$ cat config.mk
export PLATFORM = sky130hd
export DESIGN_NAME = cmc_mode_ctrl
export DESIGN_NICKNAME = d
export VERILOG_FILES = /design/src/cmc_pkg.sv /design/src/cmc_mode_ctrl.sv
export VERILOG_INCLUDE_DIRS = /design/src /design/src/src
export SDC_FILE = /design/constraint.sdc
export NUM_CORES = 1
export LEC_CHECK = 0
export BUFFER_PORTS_ARGS = -buffer_cell sky130_fd_sc_hd__buf_2
export CORE_MARGIN = 10
export CORE_UTILIZATION = 51
export CTS_BUF_LIST = sky130_fd_sc_hd__clkbuf_8
export DETAILED_ROUTE_END_ITERATION = 10
export PLACE_DENSITY_LB_ADDON = 0.12
export SLEW_MARGIN = 20
export SYNTH_ARGS = -nofsm -noshare
export SYNTH_HDL_FRONTEND = slang
export SYNTH_SLANG_ARGS = --single-unit
$ cat constraint.sdc
create_clock -name sys_clk -period 6.34 [get_ports sys_clk]
set_input_delay 0.317 -clock sys_clk [delete_from_list [all_inputs] [get_ports sys_clk]]
set_output_delay 0.317 -clock sys_clk [all_outputs]
set_load 0.01 [all_outputs]
$ cat src/cmc_regs.svh
// constants for the transceiver mode control block
`ifndef CMC_REGS_SVH
`define CMC_REGS_SVH

// ---------------------------------------------------------------
// register offsets
// ---------------------------------------------------------------
`define CMC_OFF_STATUS        4'h0
`define CMC_OFF_CTRL          4'h4
`define CMC_OFF_FLAG_CLR      4'h8

// ---------------------------------------------------------------
// field positions
// ---------------------------------------------------------------
`define CMC_ST_MODE_LSB       0
`define CMC_ST_MODE_MSB       2
`define CMC_BIT_WAKE          3
`define CMC_BIT_WSRC_LOCAL    4
`define CMC_BIT_PWON          5
`define CMC_BIT_LOCAL_FAIL    6
`define CMC_BIT_BUS_FAIL      7
`define CMC_BIT_INH_ON        8
`define CMC_CTRL_LWAKE_EN     0
`define CMC_CTRL_BWAKE_EN     1

// ---------------------------------------------------------------
// reset values
// ---------------------------------------------------------------
`define CMC_CTRL_RESET        2'h3
`define CMC_RDATA_RESET       32'h0000_0000

// ---------------------------------------------------------------
// timing, in ns, and conversion to sys_clk cycles
// ---------------------------------------------------------------
`define CMC_CLK_PERIOD_NS     8
`define CMC_T_WAKE_PHASE_NS   5000
`define CMC_T_WAKE_WIN_NS     500000
`define CMC_T_SLEEP_HOLD_NS   50000
`define CMC_T_LWAKE_NS        50000
`define CMC_T_TXD_DOM_NS      4000
`define CMC_TXD_EDGES         3'h4
`define CMC_CYC_MIN(t) (((t) + `CMC_CLK_PERIOD_NS - 1) / `CMC_CLK_PERIOD_NS)
`define CMC_CYC_MAX(t) ((t) / `CMC_CLK_PERIOD_NS)

`endif

$ cat src/cmc_pkg.sv
// types of the transceiver mode control block
package cmc_pkg;

    // ---------------------------------------------------------------
    // operating modes
    // ---------------------------------------------------------------
    typedef enum logic [2:0] {
        MODE_NORMAL  = 3'b000,
        MODE_LISTEN  = 3'b001,
        MODE_STANDBY = 3'b010,
        MODE_GOSLEEP = 3'b011,
        MODE_SLEEP   = 3'b100
    } cmc_mode_t;

    // ---------------------------------------------------------------
    // bus wake pattern detector states
    // ---------------------------------------------------------------
    typedef enum logic [1:0] {
        BW_IDLE = 2'b00,
        BW_DOM1 = 2'b01,
        BW_REC  = 2'b10,
        BW_DOM2 = 2'b11
    } cmc_bw_t;

    // mode select pins
    typedef struct packed {
        logic mode_select_low;
        logic mode_select_b;
    } cmc_sel_t;

    // supply undervoltage indications, high when low
    typedef struct packed {
        logic uv_core;
        logic uv_io;
        logic uv_battery;
    } cmc_supply_t;

    // failure diagnosis results from the analog side
    typedef struct packed {
        logic local_fail;
        logic bus_fail;
    } cmc_fail_t;

    // controls toward the analog front end
    typedef struct packed {
        logic tx_enable;
        logic rx_enable;
        logic bias_half;
        logic bias_gnd;
        logic split_enable;
        logic wake_detect_en;
        logic local_diag_en;
        logic bus_diag_en;
    } cmc_drive_t;

endpackage : cmc_pkg

$ cat src/cmc_mode_ctrl.sv
// operating mode control of a high speed can transceiver
//
// Design decisions made here: the register offsets and the plain strobed port.
`timescale 1ns/1ps
`include "cmc_regs.svh"


module cmc_mode_ctrl #(
    parameter int CW        = 17,
    parameter int PHASE_CYC = `CMC_CYC_MIN(`CMC_T_WAKE_PHASE_NS),
    parameter int WIN_CYC   = `CMC_CYC_MAX(`CMC_T_WAKE_WIN_NS),
    parameter int HOLD_CYC  = `CMC_CYC_MIN(`CMC_T_SLEEP_HOLD_NS),
    parameter int LWAKE_CYC = `CMC_CYC_MIN(`CMC_T_LWAKE_NS),
    parameter int TXDOM_CYC = `CMC_CYC_MIN(`CMC_T_TXD_DOM_NS)
) (
    // clock and reset
    input  wire logic               sys_clk,
    input  wire logic               srst,
    // host pins
    input  wire cmc_pkg::cmc_sel_t  mode_sel,
    input  wire logic               txd,
    output logic                    rxd,
    output logic                    fault_indicator_out,
    // supplies and diagnosis
    input  wire cmc_pkg::cmc_supply_t supply,
    input  wire cmc_pkg::cmc_fail_t fail_in,
    // bus and local wake
    input  wire logic               bus_dominant,
    input  wire logic               local_wake_in,
    // regulator inhibit, open drain toward battery
    output logic                    regulator_inhibit_out,
    output logic                    regulator_inhibit_oe,
    // analog front end controls
    output cmc_pkg::cmc_drive_t     drive,
    output cmc_pkg::cmc_mode_t      mode,
    // register port
    input  wire logic [3:0]         reg_addr,
    input  wire logic [31:0]        reg_wdata,
    input  wire logic               reg_wr,
    input  wire logic               reg_rd,
    output logic [31:0]             reg_rdata
);
    import cmc_pkg::*;

    localparam logic [CW-1:0] PHASE_L = CW'(PHASE_CYC);
    localparam logic [CW-1:0] WIN_L   = CW'(WIN_CYC);
    localparam logic [CW-1:0] HOLD_L  = CW'(HOLD_CYC);
    localparam logic [CW-1:0] LWAKE_L = CW'(LWAKE_CYC);
    localparam logic [CW-1:0] TXDOM_L = CW'(TXDOM_CYC);

    // ---------------------------------------------------------------
    // whole state of the block
    // ---------------------------------------------------------------
    typedef struct packed {
        cmc_mode_t   mode;
        logic        msl_q;
        logic        wake;
        logic        wsrc_local;
        logic        pwon;
        logic        local_fail;
        logic        bus_fail;
        logic        listen_from_normal;
        logic [CW-1:0] hold_cnt;
        cmc_bw_t     bw;
        logic [CW-1:0] bw_ph;
        logic [CW-1:0] bw_win;
        logic        lw_primed;
        logic        lw_level;
        logic [CW-1:0] lw_cnt;
        logic        txd_q;
        logic [CW-1:0] txd_dom;
        logic [2:0]  txd_edges;
        logic [1:0]  ctrl;
        logic        rxd;
        logic        fault;
        logic        inh_oe;
        cmc_drive_t  drive;
        logic [31:0] rdata;
    } cmc_state_t;

    cmc_state_t st_ff;
    cmc_state_t nxt_st;

    // saturating counter step
    function automatic logic [CW-1:0] cmc_inc(input logic [CW-1:0] v);
        cmc_inc = (&v) ? v : v + 1'b1;
    endfunction : cmc_inc

    // true for standby, go-to-sleep and sleep
    function automatic logic cmc_low_power(input cmc_mode_t m);
        cmc_low_power = (m == MODE_STANDBY) || (m == MODE_GOSLEEP) ||
                        (m == MODE_SLEEP);
    endfunction : cmc_low_power

    // ---------------------------------------------------------------
    // next state
    // ---------------------------------------------------------------
    always_comb begin
        logic    bus_wake_evt;
        logic    local_wake_evt;
        logic    wake_evt;
        logic    msl_rise;
        logic    sup_ok;
        logic    wr_clr;
        cmc_mode_t sel_mode;
        bus_wake_evt   = 1'b0;
        local_wake_evt = 1'b0;
        wake_evt       = 1'b0;
        msl_rise       = 1'b0;
        sup_ok         = 1'b0;
        wr_clr         = 1'b0;
        sel_mode       = MODE_STANDBY;
        nxt_st         = st_ff;

        // bus wake pattern detector, runs only in low power modes
        nxt_st.bw_ph  = cmc_inc(st_ff.bw_ph);
        nxt_st.bw_win = cmc_inc(st_ff.bw_win);
        case (st_ff.bw)
            BW_IDLE: begin
                nxt_st.bw_ph  = {{(CW-1){1'b0}}, 1'b1};
                nxt_st.bw_win = {{(CW-1){1'b0}}, 1'b1};
                if (bus_dominant) begin
                    nxt_st.bw = BW_DOM1;
                end
            end
            BW_DOM1: begin
                if (!bus_dominant) begin
                    nxt_st.bw_ph = {{(CW-1){1'b0}}, 1'b1};
                    nxt_st.bw = (st_ff.bw_ph >= PHASE_L) ? BW_REC
                                                          : BW_IDLE;
                end
            end
            BW_REC: begin
                if (bus_dominant) begin
                    nxt_st.bw_ph = {{(CW-1){1'b0}}, 1'b1};
                    nxt_st.bw = (st_ff.bw_ph >= PHASE_L) ? BW_DOM2
                                                          : BW_IDLE;
                end
            end
            BW_DOM2: begin
                if (!bus_dominant) begin
                    nxt_st.bw = BW_IDLE;
                end else if (st_ff.bw_ph >= PHASE_L) begin
                    bus_wake_evt = st_ff.ctrl[`CMC_CTRL_BWAKE_EN];
                    nxt_st.bw    = BW_IDLE;
                end
            end
            default: begin
                nxt_st.bw = BW_IDLE;
            end
        endcase
        // whole pattern must finish inside the window
        if (st_ff.bw != BW_IDLE && st_ff.bw_win >= WIN_L &&
            !bus_wake_evt) begin
            nxt_st.bw = BW_IDLE;
        end
        if (!st_ff.drive.wake_detect_en) begin
            nxt_st.bw = BW_IDLE;
            bus_wake_evt = 1'b0;
        end

        // local wake filter, either edge held long enough
        if (!st_ff.lw_primed) begin
            nxt_st.lw_primed = 1'b1;
            nxt_st.lw_level  = local_wake_in;
            nxt_st.lw_cnt    = '0;
        end else if (local_wake_in == st_ff.lw_level) begin
            nxt_st.lw_cnt = '0;
        end else if (st_ff.lw_cnt >= LWAKE_L - 1'b1) begin
            nxt_st.lw_level = local_wake_in;
            nxt_st.lw_cnt   = '0;
            local_wake_evt  = st_ff.drive.wake_detect_en &&
                              st_ff.ctrl[`CMC_CTRL_LWAKE_EN];
        end else begin
            nxt_st.lw_cnt = cmc_inc(st_ff.lw_cnt);
        end
        wake_evt = bus_wake_evt || local_wake_evt;

        // mode selection
        nxt_st.msl_q = mode_sel.mode_select_low;
        msl_rise = mode_sel.mode_select_low && !st_ff.msl_q;
        case ({mode_sel.mode_select_low, mode_sel.mode_select_b})
            2'b11:   sel_mode = MODE_NORMAL;
            2'b10:   sel_mode = MODE_LISTEN;
            2'b01:   sel_mode = MODE_GOSLEEP;
            default: sel_mode = MODE_STANDBY;
        endcase

        if (st_ff.mode == MODE_GOSLEEP) begin
            nxt_st.hold_cnt = cmc_inc(st_ff.hold_cnt);
        end else begin
            nxt_st.hold_cnt = '0;
        end

        if (supply.uv_core || supply.uv_io) begin
            nxt_st.mode = MODE_SLEEP;
        end else if (supply.uv_battery) begin
            nxt_st.mode = MODE_STANDBY;
        end else if (st_ff.mode == MODE_SLEEP) begin
            if (msl_rise) begin
                nxt_st.mode = sel_mode;
            end
        end else if (st_ff.mode == MODE_GOSLEEP &&
                     sel_mode == MODE_GOSLEEP) begin
            // a pending or fresh wakeup keeps the node awake
            if (st_ff.hold_cnt >= HOLD_L - 1'b1 &&
                !st_ff.wake && !wake_evt) begin
                nxt_st.mode = MODE_SLEEP;
            end
        end else begin
            nxt_st.mode = sel_mode;
        end

        // listen entry source
        if (nxt_st.mode == MODE_LISTEN && st_ff.mode != MODE_LISTEN) begin
            nxt_st.listen_from_normal = (st_ff.mode == MODE_NORMAL);
        end
        // fresh normal entry restarts the txd edge count
        if (nxt_st.mode == MODE_NORMAL && st_ff.mode != MODE_NORMAL) begin
            nxt_st.txd_edges = '0;
            nxt_st.txd_dom   = '0;
        end else begin
            nxt_st.txd_dom = txd ? '0 : cmc_inc(st_ff.txd_dom);
            if (txd && !st_ff.txd_q && st_ff.txd_dom >= TXDOM_L &&
                st_ff.txd_edges != `CMC_TXD_EDGES) begin
                nxt_st.txd_edges = st_ff.txd_edges + 3'h1;
            end
        end
        nxt_st.txd_q = txd;

        // flags: hardware sets win over software clears
        wr_clr = reg_wr && (reg_addr == `CMC_OFF_FLAG_CLR);
        if (wr_clr && reg_wdata[`CMC_BIT_WAKE]) begin
            nxt_st.wake = 1'b0;
        end
        if (nxt_st.mode == MODE_NORMAL && st_ff.mode != MODE_NORMAL) begin
            nxt_st.wake = 1'b0;
            nxt_st.pwon = 1'b0;
        end
        if (wr_clr && reg_wdata[`CMC_BIT_PWON]) begin
            nxt_st.pwon = 1'b0;
        end
        if (wr_clr && reg_wdata[`CMC_BIT_LOCAL_FAIL]) begin
            nxt_st.local_fail = 1'b0;
        end
        if (wr_clr && reg_wdata[`CMC_BIT_BUS_FAIL]) begin
            nxt_st.bus_fail = 1'b0;
        end
        if (wake_evt) begin
            nxt_st.wake       = 1'b1;
            nxt_st.wsrc_local = local_wake_evt;
        end
        if (st_ff.drive.local_diag_en && fail_in.local_fail) begin
            nxt_st.local_fail = 1'b1;
        end
        if (st_ff.drive.bus_diag_en && fail_in.bus_fail) begin
            nxt_st.bus_fail = 1'b1;
        end

        // front end controls per mode
        nxt_st.drive = '0;
        case (nxt_st.mode)
            MODE_NORMAL: begin
                nxt_st.drive.tx_enable     = 1'b1;
                nxt_st.drive.rx_enable     = 1'b1;
                nxt_st.drive.bias_half     = 1'b1;
                nxt_st.drive.split_enable  = 1'b1;
                nxt_st.drive.local_diag_en = 1'b1;
                nxt_st.drive.bus_diag_en   = 1'b1;
            end
            MODE_LISTEN: begin
                nxt_st.drive.rx_enable     = 1'b1;
                nxt_st.drive.bias_half     = 1'b1;
                nxt_st.drive.split_enable  = 1'b1;
                nxt_st.drive.local_diag_en = 1'b1;
            end
            default: begin
                nxt_st.drive.bias_gnd       = 1'b1;
                nxt_st.drive.wake_detect_en = 1'b1;
            end
        endcase

        // inhibit floats only in sleep without a pending wakeup
        nxt_st.inh_oe = !(nxt_st.mode == MODE_SLEEP &&
                          !nxt_st.wake);

        // rxd and fault indicator
        sup_ok = !supply.uv_io && !supply.uv_battery;
        nxt_st.rxd   = 1'b1;
        nxt_st.fault = 1'b1;
        if (cmc_low_power(nxt_st.mode)) begin
            if (sup_ok) begin
                nxt_st.rxd   = !nxt_st.wake;
                nxt_st.fault = !nxt_st.wake;
            end
        end else if (nxt_st.mode == MODE_NORMAL) begin
            nxt_st.rxd = !bus_dominant;
            if (nxt_st.txd_edges == `CMC_TXD_EDGES) begin
                nxt_st.fault = !nxt_st.bus_fail;
            end else begin
                nxt_st.fault = !nxt_st.wsrc_local;
            end
        end else begin
            nxt_st.rxd = !bus_dominant;
            if (nxt_st.listen_from_normal) begin
                nxt_st.fault = !nxt_st.local_fail;
            end else begin
                nxt_st.fault = !nxt_st.pwon;
            end
        end

        // register port
        if (reg_wr && reg_addr == `CMC_OFF_CTRL) begin
            nxt_st.ctrl = reg_wdata[1:0];
        end
        nxt_st.rdata = `CMC_RDATA_RESET;
        if (reg_rd) begin
            case (reg_addr)
                `CMC_OFF_STATUS: begin
                    nxt_st.rdata[`CMC_ST_MODE_MSB:`CMC_ST_MODE_LSB] =
                        st_ff.mode;
                    nxt_st.rdata[`CMC_BIT_WAKE]       = st_ff.wake;
                    nxt_st.rdata[`CMC_BIT_WSRC_LOCAL] = st_ff.wsrc_local;
                    nxt_st.rdata[`CMC_BIT_PWON]       = st_ff.pwon;
                    nxt_st.rdata[`CMC_BIT_LOCAL_FAIL] = st_ff.local_fail;
                    nxt_st.rdata[`CMC_BIT_BUS_FAIL]   = st_ff.bus_fail;
                    nxt_st.rdata[`CMC_BIT_INH_ON]     = st_ff.inh_oe;
                end
                `CMC_OFF_CTRL: begin
                    nxt_st.rdata[1:0] = st_ff.ctrl;
                end
                default: begin
                    nxt_st.rdata = `CMC_RDATA_RESET;
                end
            endcase
        end
    end

    // ---------------------------------------------------------------
    // state register
    // ---------------------------------------------------------------
    always_ff @(posedge sys_clk) begin
        if (srst) begin
            st_ff                    <= '0;
            st_ff.mode               <= MODE_STANDBY;
            st_ff.pwon               <= 1'b1;
            st_ff.bw                 <= BW_IDLE;
            st_ff.ctrl               <= `CMC_CTRL_RESET;
            st_ff.rxd                <= 1'b1;
            st_ff.fault              <= 1'b1;
            st_ff.inh_oe             <= 1'b1;
            st_ff.txd_q              <= 1'b1;
            st_ff.drive.bias_gnd     <= 1'b1;
            st_ff.drive.wake_detect_en <= 1'b1;
        end else begin
            st_ff <= nxt_st;
        end
    end

    // outputs straight from the state register, except the inhibit level, which is tied high
    assign rxd                   = st_ff.rxd;
    assign fault_indicator_out   = st_ff.fault;
    assign regulator_inhibit_out = 1'b1;
    assign regulator_inhibit_oe  = st_ff.inh_oe;
    assign drive                 = st_ff.drive;
    assign mode                  = st_ff.mode;
    assign reg_rdata             = st_ff.rdata;

endmodule : cmc_mode_ctrl

==> metrics.cfg <==
[worst_setup_path]
crit_path_cell_trace=and3_1, nand3_1, or3_1, nor4_1, ha_1, nor4b_1, nand3_1, or3_1, a21oi_1
crit_buf_inv=0
worstSetupEndpointType=register
worstSetupPathType=reg2reg
cp-start-kind=register
max_stage_delay_ps=600
ff2ff_path_depth=9
cp_num_cells=9
crit_family=simple AND/OR/NAND/NOR gates
critPathMaxFanout=8
arrival_ps=3050
crit_required_ps=6680
cp_slowest_cell=nor4b_1

[grt]
grt_pass1_vias=4244
grt_first_pass_wirelength_um=19500
grt_overflow=0
grt_use_total=0.145
grt_max_degree=18
antenna_found_initial=1

[power]
p_per_area_nw_per_um2=244
p_leak_uw=0.00251
p_total_uw=1550
p_sw_frac=0.220
p_clk_frac=0.459
seq_power_share=0.497
max-vdd-ir-drop_mv=0.252
p_comb_frac=0.044
p_int_uw=1210
switchingPower_uw=341

[cts]
root_buffer=clkbuf_8
cts_tree=yes
cts_max_level=4
cts_buffers=17
postCtsSetupRepairBufs=0
hold_buffers=0
clkTransAtPathRegs_ps=70
clk_latency_ps=430
clockBufferDepth=2
cts_num_sinks=120
post_cts_resized=0

[synth]
synth_mux_area_frac=0.0256
syn_inst=679
synth_xor_area_frac=0.103
synthAdderAreaFrac=0.0406
yosysSeqAreaShare=0.410
yosys.area_share.simple=0.257
synth_compound_area_frac=0.0754
synthFlopType=dfxtp_1
synth_enable_flop_cells=0
yosysUniqueCellTypes=56
async_reset_ff_frac=0
synth_top_family_by_area=simple AND/OR/NAND/NOR gates
synth.avg_cell_area_um2=8.63
yosysWarningCount=0
synth_seq_cells=120
netlist_area_um2=5860

[routing]
drc=0
postRouteAntennaNets=0
drt_iter0_drc=220
wirelength_um=11500
vias_per_cell=5.15
avgRoutedWirePerCell_um=13.4
vias=4434
drtPass1Iterations=4

[timing]
max_clock_freq_ghz=0.370
finalCriticalPeriod_ps=2710
finalHoldViolations=0
setup_violations=0
slew_violations=0
finalSetupTns_ps=0
clock-skew-final_ps=8.17
tightestPinTransition_ps=781
rsz0062_at_grt=false
slew_headroom=0.475
post-route-period-util=0.427

[floorplanning]
ioPinCount=97
core_um2=11300
dieArea_um2=16200
initial_utilization=0.518
die_w_um=127
fp.dieH_um=127
rows=39

[placed_design]
gp_congestion=0.839
io_buffers=46
dpl.hpwl_um=8610

[min_path]
min_path_cells=3
min_path_type=in2reg

[layout]
layout-drive-gt1-share=0.127
diodes=0
nNetsFinal=774
nFillCells=1069
register_area_um2=2400
multi_input_area_um2=3040
area_growth_pct=8.73

[outcome]
status=finished clean

[flow_run]
cap_viol_max_count=0

==> tightest hold or removal path: stages <==
cell	delay [ps]
buf_2	80
mux2i_1	60
nand2_1	50
==> logic make-up after synthesis <==
logic type	Yosys count
buffers and inverters	91
xor gates and xnor gates	69
muxes	15
other	2
AOI/OAI and AO/OA	61
and+or+nand+nor	302
adders and majority gates	19
DFF	120
==> final timing paths <==
kind                     start           end  slack (ps)
hold reg to reg     st_ff[140]  reg_rdata[6]         450
setup reg to reg    st_ff[130]    st_ff[134]        3630
setup / recovery    st_ff[130]    st_ff[134]        3630
hold / removal    reg_wdata[0]     st_ff[43]         110
==> sequential cells by signal (all words and copies together) (netlist names) <==
name / flops
reg_rdata: 9
rxd: 1
regulator_inhibit_oe: 1
drive: 3
mode: 3
fault_indicator_out: 1
st_ff: 102
==> routing by layer <==
| metal | share of wire | wire length [um] | track usage |
|---|---|---|---|
| met5 | 0.0011 | 13 | 0 |
| met4 | 0.010 | 117 | 0.0556 |
| met3 | 0.060 | 698 | 0.0550 |
| met2 | 0.45 | 5180 | 0.221 |
| met1 | 0.48 | 5530 | 0.182 |
==> cell usage after synthesis, types with 2 or more instances <==
master | count | share of area
or4_1 | 4 | 0.0051
ha_1 | 19 | 0.041
nand2b_1 | 2 | 0.0021
conb_1 | 2 | 0.0013
o21ai_0 | 15 | 0.013
nand3b_1 | 3 | 0.0038
xor2_1 | 39 | 0.058
nand2_1 | 41 | 0.026
inv_1 | 27 | 0.017
nand4_1 | 13 | 0.014
nand3_1 | 39 | 0.033
nor3_1 | 13 | 0.011
and2_1 | 8 | 0.0085
and3_1 | 19 | 0.020
clkbuf_1 | 18 | 0.012
mux2i_1 | 15 | 0.026
a221o_1 | 2 | 0.0034
a21oi_1 | 15 | 0.013
or2_2 | 5 | 0.0053
buf_4 | 44 | 0.056
o211ai_1 | 5 | 0.0064
nor2b_1 | 5 | 0.0053
dfxtp_1 | 120 | 0.41
a211oi_1 | 4 | 0.0051
xnor2_1 | 30 | 0.045
nor4_1 | 12 | 0.013
a31oi_1 | 3 | 0.0032
nor4b_1 | 2 | 0.0030
a211oi_2 | 2 | 0.0043
o31ai_1 | 2 | 0.0026
and4_1 | 4 | 0.0060
nor2_1 | 111 | 0.071
nand4b_1 | 4 | 0.0060
and4b_1 | 2 | 0.0034
or3_1 | 9 | 0.0096
==> stage by stage <==
stage          cells  hold slack (ps)  instance area [um2]  worst slack [ps]  utilization
6_report         861              109                 6370              3630        0.563
5_1_grt          861             88.0                 6370              3350        0.563
4_1_cts          861             80.0                 6370              3650        0.563
3_5_place_dp     829              433                 5960              3660        0.526
3_3_place_gp     829              437                 5960              3720        0.526
2_1_floorplan    704              419                 5950              3960            -
==> cell type report <==
cell class / count / area share
timing repair buffer: 46 / 0.0361
tap: 143 / 0.0281
multi-input combinational: 493 / 0.478
clock buffer: 21 / 0.0454
sequential: 120 / 0.377
inverter: 27 / 0.0159
clock inverter: 11 / 0.0200
==> power by group through the flow <==
stage | registers, uW | logic, uW | clock network (uW)
finish | 771 | 67.9 | 713
floorplan | 786 | 57.8 | 0
global route | 772 | 76.3 | 763
detailed placement | 788 | 67.2 | 0
CTS | 771 | 67.5 | 731
global placement | 788 | 66.3 | 0
==> cell usage in the layout (no fill, tap or decap), types with 8 or more instances in the layout <==
master / count
inv_1: 29
nor4_1: 12
nand2_1: 41
and2_1: 8
ha_1: 19
dfxtp_1: 120
a21oi_1: 15
buf_2: 46
and3_1: 19
o21ai_0: 15
nor3_1: 13
nand4_1: 13
mux2i_1: 15
nor2_1: 111
or3_1: 9
xor2_1: 39
xnor2_1: 30
conb_1: 27
nand3_1: 39
clkbuf_8: 21
No activity file was read; power rests on OpenSTA's default activity.
